File: config.mk
export PLATFORM = sky130hd
export DESIGN_NAME = sgi_input_path
export DESIGN_NICKNAME = d
export VERILOG_FILES = /design/src/hdl/sgi_pkg.sv /design/src/hdl/sgi_debounce.sv /design/src/hdl/sgi_input_path.sv
export SDC_FILE = /design/constraint.sdc
export NUM_CORES = 1
export LEC_CHECK = 0
export BUFFER_PORTS_ARGS = -buffer_cell sky130_fd_sc_hd__buf_2
export CORE_MARGIN = 2
export CORE_UTILIZATION = 45
export DETAILED_ROUTE_END_ITERATION = 12
export GPL_ROUTABILITY_DRIVEN = 0
export GPL_TIMING_DRIVEN = 0
export HOLD_SLACK_MARGIN = 0.12
export PLACE_DENSITY = 0.7
export SLEW_MARGIN = 20
export SYNTH_ARGS = -nofsm -noshare
export SYNTH_HDL_FRONTEND = slang
export SYNTH_SLANG_ARGS = --single-unit
File: constraint.sdc
create_clock -name clock -period 21.7 [get_ports clock]
set_input_delay 4.34 -clock clock [delete_from_list [all_inputs] [get_ports clock]]
set_output_delay 4.34 -clock clock [all_outputs]
set_load 0.1 [all_outputs]
File: src/hdl/sgi_pkg.sv
// Constants and helper functions for the switch GPIO input path
// Notes on behaviour
// - Pins 30/31 route and direction bits, reset 0
// - Input pin routes to data or interrupt
// - Output pin driven from output data bit
// - Debounce enable per pin, inputs only, reset 0
// - Input data bit reads 0 for outputs
// - Input data bit shows pin level for inputs routed to data; interrupt-routed inputs read 0
// - Pin n uses lower direction bit 2n+1
// - Low input data read-only, upper bits zero
// - Debounce upstream only, input data global
package sgi_pkg;

  localparam int ADDR_W = 12;
  localparam int DATA_W = 32;
  localparam int PIN_N = 32;
  localparam int HALF_N = 16;

  // Register offsets in the switch configuration space
  localparam logic [ADDR_W-1:0] OFF_CTRL_LOW = 12'h62c;
  localparam logic [ADDR_W-1:0] OFF_CTRL_HIGH = 12'h630;
  localparam logic [ADDR_W-1:0] OFF_DEBOUNCE = 12'h638;
  localparam logic [ADDR_W-1:0] OFF_LEVEL_LOW = 12'h63c;

  // Reset values
  localparam logic [DATA_W-1:0] RST_CTRL = 32'h0000_0000;
  localparam logic [DATA_W-1:0] RST_DEBOUNCE = 32'h0000_0000;
  localparam logic [HALF_N-1:0] LEVEL_RSVD = 16'h0000;

  // Field layout: pin n of a half uses bit 2n (route) and 2n+1 (direction)
  localparam int ROUTE_OFS = 0;
  localparam int DIR_OFS = 1;
  localparam int P30_ROUTE_BIT = 28;
  localparam int P30_DIR_BIT = 29;
  localparam int P31_ROUTE_BIT = 30;
  localparam int P31_DIR_BIT = 31;

  // Debounce timing
  localparam int CLK_PERIOD_NS = 40;
  localparam int DB_TIME_NS = 1000;
  localparam int DB_CYCLES = (DB_TIME_NS + CLK_PERIOD_NS - 1) / CLK_PERIOD_NS;
  localparam int DB_CNT_W = 5;
  localparam logic [DB_CNT_W-1:0] DB_LAST = DB_CNT_W'(DB_CYCLES - 1);

  // Pick the direction bits (odd) of one half's control word
  function automatic logic [HALF_N-1:0] dir_of(input logic [DATA_W-1:0] c);
    logic [HALF_N-1:0] d;
    d = '0;
    for (int n = 0; n < HALF_N; n++) begin
      d[n] = c[2*n+DIR_OFS];
    end
    return d;
  endfunction

  // Pick the routing bits (even) of one half's control word
  function automatic logic [HALF_N-1:0] route_of(input logic [DATA_W-1:0] c);
    logic [HALF_N-1:0] r;
    r = '0;
    for (int n = 0; n < HALF_N; n++) begin
      r[n] = c[2*n+ROUTE_OFS];
    end
    return r;
  endfunction

endpackage

File: src/hdl/sgi_debounce.sv
// Per-pin debounce filter for the GPIO input path
`timescale 1ns/10ps
module sgi_debounce
  import sgi_pkg::*;
(
  input wire logic clock,
  input wire logic reset,
  input wire logic [PIN_N-1:0] raw,
  input wire logic [PIN_N-1:0] enable,
  output logic [PIN_N-1:0] filtered
);

  logic [PIN_N-1:0] out_r;

  assign filtered = out_r;

  for (genvar i = 0; i < PIN_N; i++) begin : g_pin
    logic [DB_CNT_W-1:0] cnt_r;
    logic [DB_CNT_W-1:0] cnt_nxt;
    logic out_nxt;
    logic differ;
    logic done;

    assign differ = raw[i] ^ out_r[i];
    assign done = differ && (cnt_r == DB_LAST);
    // Disabled pins follow the raw level so enabling later starts clean
    assign out_nxt = !enable[i] ? raw[i] : (done ? raw[i] : out_r[i]);
    // Any bounce back to the held level restarts the count
    assign cnt_nxt = (!enable[i] || !differ || done) ? '0
                     : cnt_r + DB_CNT_W'(1);

    always_ff @(posedge clock or posedge reset) begin
      if (reset) begin
        cnt_r <= '0;
        out_r[i] <= 1'b0;
      end else begin
        cnt_r <= cnt_nxt;
        out_r[i] <= out_nxt;
      end
    end

    a_db_count: assert property (@(posedge clock) disable iff (reset)
      (enable[i] && $past(enable[i]) && out_r[i] != $past(out_r[i]))
      |-> $past(cnt_r) == DB_LAST)
      else $error("debounced level taken before the stable count");
  end

endmodule

File: src/hdl/sgi_input_path.sv
// GPIO input path: pin control, debounce enable and low input data
//
// Chosen here: strobed register access.
`timescale 1ns/10ps
module sgi_input_path
  import sgi_pkg::*;
(
  input wire logic clock,
  input wire logic reset,
  input wire logic [ADDR_W-1:0] addr,
  input wire logic [DATA_W-1:0] wr_data,
  input wire logic wr_en,
  input wire logic rd_en,
  output logic [DATA_W-1:0] rd_data,
  input wire logic upstream_access,
  input wire logic [PIN_N-1:0] general_pin_n_in,
  output logic [PIN_N-1:0] general_pin_n_out,
  output logic [PIN_N-1:0] general_pin_n_oe_n,
  input wire logic [PIN_N-1:0] out_data,
  output logic irq_req
);

  // Registers
  logic [DATA_W-1:0] ctrl_low_r;
  logic [DATA_W-1:0] ctrl_high_r;
  logic [DATA_W-1:0] debounce_r;
  logic [DATA_W-1:0] rd_data_r;
  logic [PIN_N-1:0] pin_out_r;
  logic [PIN_N-1:0] pin_oe_n_r;
  logic irq_r;

  // Pin synchroniser stages
  logic [PIN_N-1:0] sync1_r;
  logic [PIN_N-1:0] sync2_r;
  logic [PIN_N-1:0] sync3_r;
  logic [PIN_N-1:0] level_r;
  logic [PIN_N-1:0] level_nxt;
  logic [PIN_N-1:0] agree;

  // Decode
  logic hit_ctrl_low;
  logic hit_ctrl_high;
  logic hit_debounce;
  logic hit_level_low;
  logic wr_ctrl_low;
  logic wr_ctrl_high;
  logic wr_debounce;
  logic [DATA_W-1:0] rd_mux;
  logic [DATA_W-1:0] debounce_view;

  // Per-pin view of the control words
  logic [PIN_N-1:0] dir;
  logic [PIN_N-1:0] route;
  logic [PIN_N-1:0] is_input;
  logic [PIN_N-1:0] drive;
  logic [PIN_N-1:0] db_active;
  logic [PIN_N-1:0] filtered;
  logic [PIN_N-1:0] in_data;
  logic [PIN_N-1:0] irq_src;
  logic [DATA_W-1:0] level_low_word;

  assign hit_ctrl_low = (addr == OFF_CTRL_LOW);
  assign hit_ctrl_high = (addr == OFF_CTRL_HIGH);
  assign hit_debounce = (addr == OFF_DEBOUNCE);
  assign hit_level_low = (addr == OFF_LEVEL_LOW);

  assign wr_ctrl_low = wr_en && hit_ctrl_low;
  assign wr_ctrl_high = wr_en && hit_ctrl_high;
  // Debounce control lives only behind the upstream port
  assign wr_debounce = wr_en && hit_debounce && upstream_access;

  // Control words split into direction and routing per pin
  assign dir = {dir_of(ctrl_high_r), dir_of(ctrl_low_r)};
  assign route = {route_of(ctrl_high_r), route_of(ctrl_low_r)};
  assign is_input = ~dir;

  // Route value 1 on an output is reserved; the pin is left undriven
  assign drive = dir & ~route;

  // Debounce only acts on pins set as inputs
  assign db_active = debounce_r & is_input;

  // Output pins and interrupt-routed inputs read back as zero, data-routed input pins give their level
  assign in_data = filtered & is_input & ~route;
  assign level_low_word = {LEVEL_RSVD, in_data[HALF_N-1:0]};

  // Interrupt-routed inputs request on a high level
  assign irq_src = filtered & is_input & route;

  // Upstream-only register reads as zero from other ports
  assign debounce_view = upstream_access ? debounce_r : '0;

  // Input data is global: no port qualifier on this read
  assign rd_mux = hit_ctrl_low ? ctrl_low_r :
                  hit_ctrl_high ? ctrl_high_r :
                  hit_debounce ? debounce_view :
                  hit_level_low ? level_low_word : '0;

  // A change counts once the second and third stage agree
  assign agree = ~(sync2_r ^ sync3_r);
  assign level_nxt = (agree & sync3_r) | (~agree & level_r);

  assign rd_data = rd_data_r;
  assign general_pin_n_out = pin_out_r;
  assign general_pin_n_oe_n = pin_oe_n_r;
  assign irq_req = irq_r;

  always_ff @(posedge clock or posedge reset) begin
    if (reset) begin
      ctrl_low_r <= RST_CTRL;
      ctrl_high_r <= RST_CTRL;
    end else begin
      if (wr_ctrl_low) begin
        ctrl_low_r <= wr_data;
      end
      if (wr_ctrl_high) begin
        ctrl_high_r <= wr_data;
      end
    end
  end

  always_ff @(posedge clock or posedge reset) begin
    if (reset) begin
      debounce_r <= RST_DEBOUNCE;
    end else if (wr_debounce) begin
      debounce_r <= wr_data;
    end
  end

  // Writes to the input data offset are dropped: the word is read-only
  always_ff @(posedge clock or posedge reset) begin
    if (reset) begin
      rd_data_r <= '0;
    end else begin
      rd_data_r <= rd_en ? rd_mux : '0;
    end
  end

  always_ff @(posedge clock or posedge reset) begin
    if (reset) begin
      sync1_r <= '0;
      sync2_r <= '0;
      sync3_r <= '0;
      level_r <= '0;
    end else begin
      sync1_r <= general_pin_n_in;
      sync2_r <= sync1_r;
      sync3_r <= sync2_r;
      level_r <= level_nxt;
    end
  end

  // Pins start undriven until software sets them as outputs
  always_ff @(posedge clock or posedge reset) begin
    if (reset) begin
      pin_out_r <= '0;
      pin_oe_n_r <= '1;
      irq_r <= 1'b0;
    end else begin
      pin_out_r <= out_data & drive;
      pin_oe_n_r <= ~drive;
      irq_r <= |irq_src;
    end
  end

  sgi_debounce u_debounce (
    .clock(clock),
    .reset(reset),
    .raw(level_r),
    .enable(db_active),
    .filtered(filtered)
  );

  // Helpers for the checks below
  logic rd_level_q;
  logic [HALF_N-1:0] dir_low_q;

  always_ff @(posedge clock or posedge reset) begin
    if (reset) begin
      rd_level_q <= 1'b0;
      dir_low_q <= '0;
    end else begin
      rd_level_q <= rd_en && hit_level_low;
      dir_low_q <= dir[HALF_N-1:0];
    end
  end

  a_out_reads_zero: assert property (
    @(posedge clock) disable iff (reset)
    rd_level_q |-> (rd_data[HALF_N-1:0] & dir_low_q) == '0)
    else $error("output pin read back non-zero");

  a_in_reads_level: assert property (
    @(posedge clock) disable iff (reset)
    rd_level_q |-> rd_data[HALF_N-1:0] == $past(in_data[HALF_N-1:0]))
    else $error("input data does not match pin level");

  a_rsvd_reads_zero: assert property (
    @(posedge clock) disable iff (reset)
    rd_level_q |-> rd_data[DATA_W-1:HALF_N] == '0)
    else $error("reserved input data bits not zero");

  a_dir_bit_map: assert property (
    @(posedge clock) disable iff (reset)
    rd_level_q |-> (rd_data[1:0] & {$past(ctrl_low_r[2+DIR_OFS]),
      $past(ctrl_low_r[DIR_OFS])}) == 2'b00)
    else $error("pin 0 or 1 not governed by its direction bit");

  a_pin31_ctrl: assert property (
    @(posedge clock) disable iff (reset)
    wr_ctrl_high |=> dir[PIN_N-1] == $past(wr_data[P31_DIR_BIT])
      && route[PIN_N-1] == $past(wr_data[P31_ROUTE_BIT])
      && dir[PIN_N-2] == $past(wr_data[P30_DIR_BIT])
      && route[PIN_N-2] == $past(wr_data[P30_ROUTE_BIT]))
    else $error("pin 30 or 31 control bits not stored");

  a_db_port_gate: assert property (
    @(posedge clock) disable iff (reset)
    (wr_en && hit_debounce && !upstream_access) |=> $stable(debounce_r))
    else $error("debounce control written from a non-upstream port");

  a_irq_route: assert property (
    @(posedge clock) disable iff (reset)
    irq_req == $past(|(filtered & ~dir & route)))
    else $error("interrupt request does not follow routed inputs");

  a_pin_drive: assert property (
    @(posedge clock) disable iff (reset)
    ##1 general_pin_n_oe_n == ~$past(dir & ~route)
      && (general_pin_n_out & general_pin_n_oe_n) == '0)
    else $error("pin drive does not follow direction and route");

  a_db_filter: assert property (
    @(posedge clock) disable iff (reset)
    ((filtered ^ $past(filtered)) & $past(db_active)
      & ($past(level_r) ^ $past(level_r, 2))) == '0)
    else $error("debounced pin changed while its level was moving");

  a_sync_agree: assert property (
    @(posedge clock) disable iff (reset)
    ((level_r ^ $past(level_r)) & ~$past(agree)) == '0)
    else $error("pin level taken before sync stages agreed");

  c_read_input: cover property (@(posedge clock) disable iff (reset)
    rd_level_q && rd_data[HALF_N-1:0] != '0);

  c_irq_raise: cover property (@(posedge clock) disable iff (reset)
    $rose(irq_req));

  c_pin_driven: cover property (@(posedge clock) disable iff (reset)
    general_pin_n_oe_n[PIN_N-1] == 1'b0);

  c_db_accept: cover property (@(posedge clock) disable iff (reset)
    (db_active[0] && $past(db_active[0]) && $changed(filtered[0])));

endmodule

# After elaboration in Yosys (flattened, before gate mapping)
# Index checks and enable logic that the tools add are counted.
# Widths: inputs -> output; s select.
op_classes:
  n_addsub: 32
  n_eq_ne: 68
  n_mux: 102
  n_bitwise: 47
  n_reduce_logical: 165
op_table:
  columns: ["operator", "count"]
  rows:
  - ["$and 32x32->32", 7]
  - ["$add 5x1->5 const B", 32]
  - ["$eq 5x5->1 const B", 32]
  - ["$mux 32", 5]
  - ["$mux 5", 32]
  - ["$not 32->32", 5]
  - ["$logic_not 1->1", 64]
  - ["$logic_or 1x1->1", 64]
  - ["$mux 1", 64]
  - ["$ne 2x2->1 const B", 32]
  - ["$eq 12x11->1 const B", 4]
  - ["$logic_and 1x1->1", 36]
  - ["$or 32x32->32", 1]
  - ["$reduce_or 32->1", 1]
  - ["$xor 1x1->1", 32]
  - ["$xor 32x32->32", 1]
  - ["$and 16x16->16", 1]
  - ["$mux 16", 1]
totals:
  ff_bits: 513

# Longest topological paths before layout
logic_depth:
  depth_word: 8
  mapped_depth: 7

# Modules after synthesis
# A second synthesis with hierarchy kept.
hier_totals:
  cells_unflattened: 1626
  area_unflattened_um2: 20492.2
by_module_without_submodules:
  columns: ["mod", "instances", "cells_per_inst", "area_per_inst_um2"]
  rows:
  - ["sgi_input_path", 1, 793, 11439.7]
  - ["sgi_debounce", 1, 833, 9052.4]

# Worst setup path after synthesis
# OpenSTA, ideal clock, no wires.
synth_path:
  path_type: "in2reg"
  start: "input addr[6]"
  end: "register debounce_r[19]"
  arrival_time_ps: 5816
  setup_slack_ps: 15759
  stages: 6
  path_cell_list: "nand4bb_1 nor2_1 and4_1 clkbuf_2 buf_4 mux2_2"
synth_between:
  elab_chain_cells: 3
synth_rtl:
  columns: ["item", "line_no", "source"]
  rows:
  - ["from (decl)", "sgi_input_path.sv:10", "input wire logic [ADDR_W-1:0] addr,"]
  - ["$eq 12x11->1", "sgi_input_path.sv:64", "assign hit_debounce = (addr == OFF_DEBOUNCE);"]
  - ["$logic_and 1x1->1 (2 in series)", "sgi_input_path.sv:70", "assign wr_debounce = wr_en && hit_debounce && upstream_access;"]
  - ["to (signal assigned)", "sgi_input_path.sv:126", "debounce_r <= wr_data;"]
  - ["to (decl)", "sgi_input_path.sv:26", "logic [DATA_W-1:0] debounce_r;"]
# No other way between the ends.
# A chain may end at the register's enable or synchronous reset.

# Worst setup path after layout
layout_path:
  start: "input addr[6]"
  end: "register debounce_r[13]"
# Same word-level chain as after synthesis.

==> summary.txt <==
Global routing
  – Initial antenna violation count: 6
  – Global-route congestion overflow total: 0
  – Global-route wire length before repair: roughly 72000 um
  – Maximum number of pins on one net before global-route repair: approximately 110
  – GRT Util Overall: 19.66%
  – Vias in the first global route: roughly 13000

Setup path
  – Register-to-Register Setup Slack: slightly below 20 ns
  – Type of the worst setup path: primary input to register
  – Sort of element at the start of the critical path: primary input
  – Slowest Stage Delay on Critical Path: 0.76 ns
  – Critical path peak fanout: 10
  – Cells along the critical path: buf_2, nand4bb_1, nor2_1, and4_1, clkbuf_2, buf_4, mux2_2
  – Crit path buf inv count: 3
  – Req. time, crit path: approximately 22 ns
  – Highest-delay cell along the critical path: nor2_1
  – Critical path arrival: roughly 6.8 ns
  – Top delay family on crit path: simple AND/OR/NAND/NOR gates
  – Crit end category: register

Die
  – Die width: approximately 220 um
  – Chip Height: about 220 um
  – DIE AREA: between 40000 and 50000 um2
  – Core Box Area: roughly 45000 um2
  – Cell Rows: 78
  – # IOs: 210
  – Starting density of the core: 45.51%

Timing
  – Largest clock skew in the final design: around 0.027 ns
  – Remaining max-slew budget at the tightest pin: 49.87%
  – Least setup slack across all paths after layout: ~15 ns
  – Final critical delay including setup and external delays: 6.371 ns
  – Highest Clock Rate: between 0.15 and 0.2 GHz
  – Unrepaired setup endpoints after global routing: false
  – Worst Max-Slew Pin Slew: about 0.75 ns
  – Share of the cycle needed by the critical path after routing: 29.36%
  – Setup violators final: 0
  – Count of final max-slew check failures: 0
  – Number of failing hold endpoints at the final stage: 0

Synth
  – Main area contributors after synthesis: dfrtp_1 58%, mux2_2 6.7%, dfstp_2 4.1%
  – Number of distinct standard cells referenced by the synthesized netlist: 40
  – Synthesized-area fraction occupied by ao, oa, aoi and oai cells: 2.726%
  – Net count after synthesis: 1816
  – Portion of netlist area occupied by mux cells: ~7%
  – FF+latch count, synth: around 510
  – Main combinational cell family by area after synthesis: simple AND/OR/NAND/NOR gates
  – Register area share after synthesis: between 60% and 70%
  – Ys Warns: 0
  – Avg Cell Area, Syn: about 13 um2
  – Syn Inst Count: between 1500 and 2000
  – Synth area leader: dfrtp_1
  – Area share of the largest cell type after synthesis: around three fifths
  – Area of the mapped netlist: between 20000 and 25000 um2
  – Post-synth top flop: dfrtp_1
  – Synthesized-area fraction occupied by xor and xnor cells: under 10%
  – Number of enable-type register cells in the synthesized netlist: 0
  – Share of synthesized registers carrying an async set or reset: 100.0%
  – Share of synthesized cell area in full adder, half adder and majority cells: 5.428%
  – Area fraction in and, or, nand and nor cells after synthesis: 13.77%

Detailed routing
  – Average wire per cell in the routed design: ~18 um
  – Total wire length after detailed routing: 46380 um
  – Via count normalized by instance count: 5.086
  – DR pass1 iterations: 5
  – DR iter-0 viols: ~950
  – Count of nets left with antenna violations after detail routing: 0
  – Total DRC errors in the routed layout: 0
  – Total via count after detailed routing: roughly 13000

Power
  – Final Power: around 2000 uW
  – Pwr dens: 80.99 nW/um2
  – Switching pwr: approximately 440 uW
  – Switching part of the total power: 22.37%
  – Internal power component: 1530 uW
  – Clk network pwr share: between 40% and 50%
  – Flop pwr share: between 50% and 60%
  – Max rail drop VDD: approximately 0.055 mV
  – Leakage power summed over all cells: approximately 0.011 uW
  – Fraction of power consumed by combinational cells: under 10%

Place
  – Standard cell area after detailed placement: around 23000 um2
  – Port Buffers: roughly 210
  – HPWL reported at the end of detailed placement: around 33000 um
  – Worst setup slack after placement: around 15 ns

Clocking
  – Number of H-tree levels: 2
  – TritonCTS clock tree: built
  – Clock network latency to the later pin of the worst-skew pair: just over 0.6 ns
  – Maximum root-to-sink buffer count: 3
  – Cells resized by post-CTS repair: 0
  – Number of hold-repair buffers added at the cts stage: 0
  – Clock input transition at the sequential cells of the worst setup and hold paths: approximately 0.060 ns
  – Clock Sinks: 513
  – Number of buffers added for setup after CTS: 0
  – Number of buffers created by CTS: 52
  – Cell chosen for the clock root: clkbuf_16

Final layout
  – Highest-count cells in the layout ignoring fill and taps: 481 x dfrtp_1, 210 x buf_2, 208 x nor2_1
  – Summed area of non-filler cells in the final layout: approximately 24000 um2
  – Area Growth Syn to Fin: 17.82%
  – Most common cell after layout, fill and taps aside: dfrtp_1
  – Final-stage net count: 2082
  – Fraction of final layout cells sized beyond drive strength 1: ~26%
  – Fin util: between 50 and 60%

Worst hold path
  – Min-Delay Path Class: register to register

Run status
  – Result of the run: completed

Run
  – Number of max-capacitance violations reported: 0
sequential cells by signal, summed over array words and instances (netlist names), named ones only:
| signal | cells |
|---|---|
| rd_data | 32 |
| irq_req | 1 |
| debounce_r | 32 |
| ctrl_low_r | 32 |
| sync2_r | 32 |
| general_pin_n_out | 32 |
| u_debounce.filtered | 32 |
| sync1_r | 32 |
| ctrl_high_r | 32 |
| u_debounce.g_pin.cnt_r | 160 |
| sync3_r | 32 |
| general_pin_n_oe_n | 32 |
worst paths after layout:
check                                                               end                   startpoint  cells past startpoint
worst max-delay path                         debounce_r[13]$_DFFE_PP0P_                      addr[6]                      7
worst min-delay path                              sync2_r[22]$_DFF_PP0_        sync1_r[22]$_DFF_PP0_                      0
worst max register to register                        irq_req$_DFF_PP0_  ctrl_high_r[25]$_DFFE_PP0P_                      4
worst min register to register                    sync2_r[22]$_DFF_PP0_        sync1_r[22]$_DFF_PP0_                      0
max in group asynchronous       u_debounce.g_pin[13].cnt_r[1]$_DFF_PP0_                        reset                      5
min in group asynchronous                         sync2_r[17]$_DFF_PP0_                        reset                      2
metrics by stage:
| step | instances | setup TNS, ns | hold WS, ns |
|---|---|---|---|
| final | 2552 | 0 | 0.3460 |
| after global placement | 2446 | -831.16 | 0.3343 |
| after CTS | 2548 | 0 | 0.3483 |
| after global routing | 2550 | 0 | 0.3498 |
| after detailed placement | 2451 | 0 | 0.3347 |
| after floorplan | 1639 | 0 | 0.3312 |
routing by layer:
metal	part of all wire, %	up-vias	wire (um)	global-route usage [%]
met2	47	300	22000	31.43
met5	0.091	-	42	0
met1	44	6540	20590	26.56
li1	-	6032	-	-
met4	3.4	6	1562	8.277
met3	4.7	102	2189	3.466
cell usage after synthesis, drive strengths merged, types with 16 or more instances:
cell type  count
a21oi         34
or4b          17
dfrtp        481
nand3        100
ha            64
maj3          32
xor2          96
dfstp         32
mux2         128
nand2b        61
clkbuf        20
nor2         209
inv          137
o221a         16
nand4b        33
nand3b        48
xnor2         32
area by class of cell:
type                       instances  area, um2
sequential                       513      12880
buffer                            32      171.4
fill                            3847      21050
inverter                         137      521.8
timing repair buffer             212       1174
multi-input combinational        957       7091
clock inverter                    24      269.0
tap                              600      750.7
clock buffer                      73       1470
antenna                            4      10.01
cell families after synthesis:
logic type               after synthesis
AND/OR/NAND/NOR                      521
flip-flops                           513
buffers and inverters                169
XOR/XNOR                             128
multiplexers                         128
adder cells (fa/ha/maj)               96
AO/OA/AOI/OAI                         84
power by group through the flow:
stage / clock (uW) / sequential (uW) / combinational [uW]
detailed placement: 0 / 1010 / 70.5
floorplan: 0 / 1010 / 38.8
finish: 904 / 998 / 69.1
CTS: 927 / 998 / 70.9
global route: 968 / 1000 / 77.4
global placement: 0 / 1010 / 64.8
Note: power is estimated with default switching activity, not from simulation.
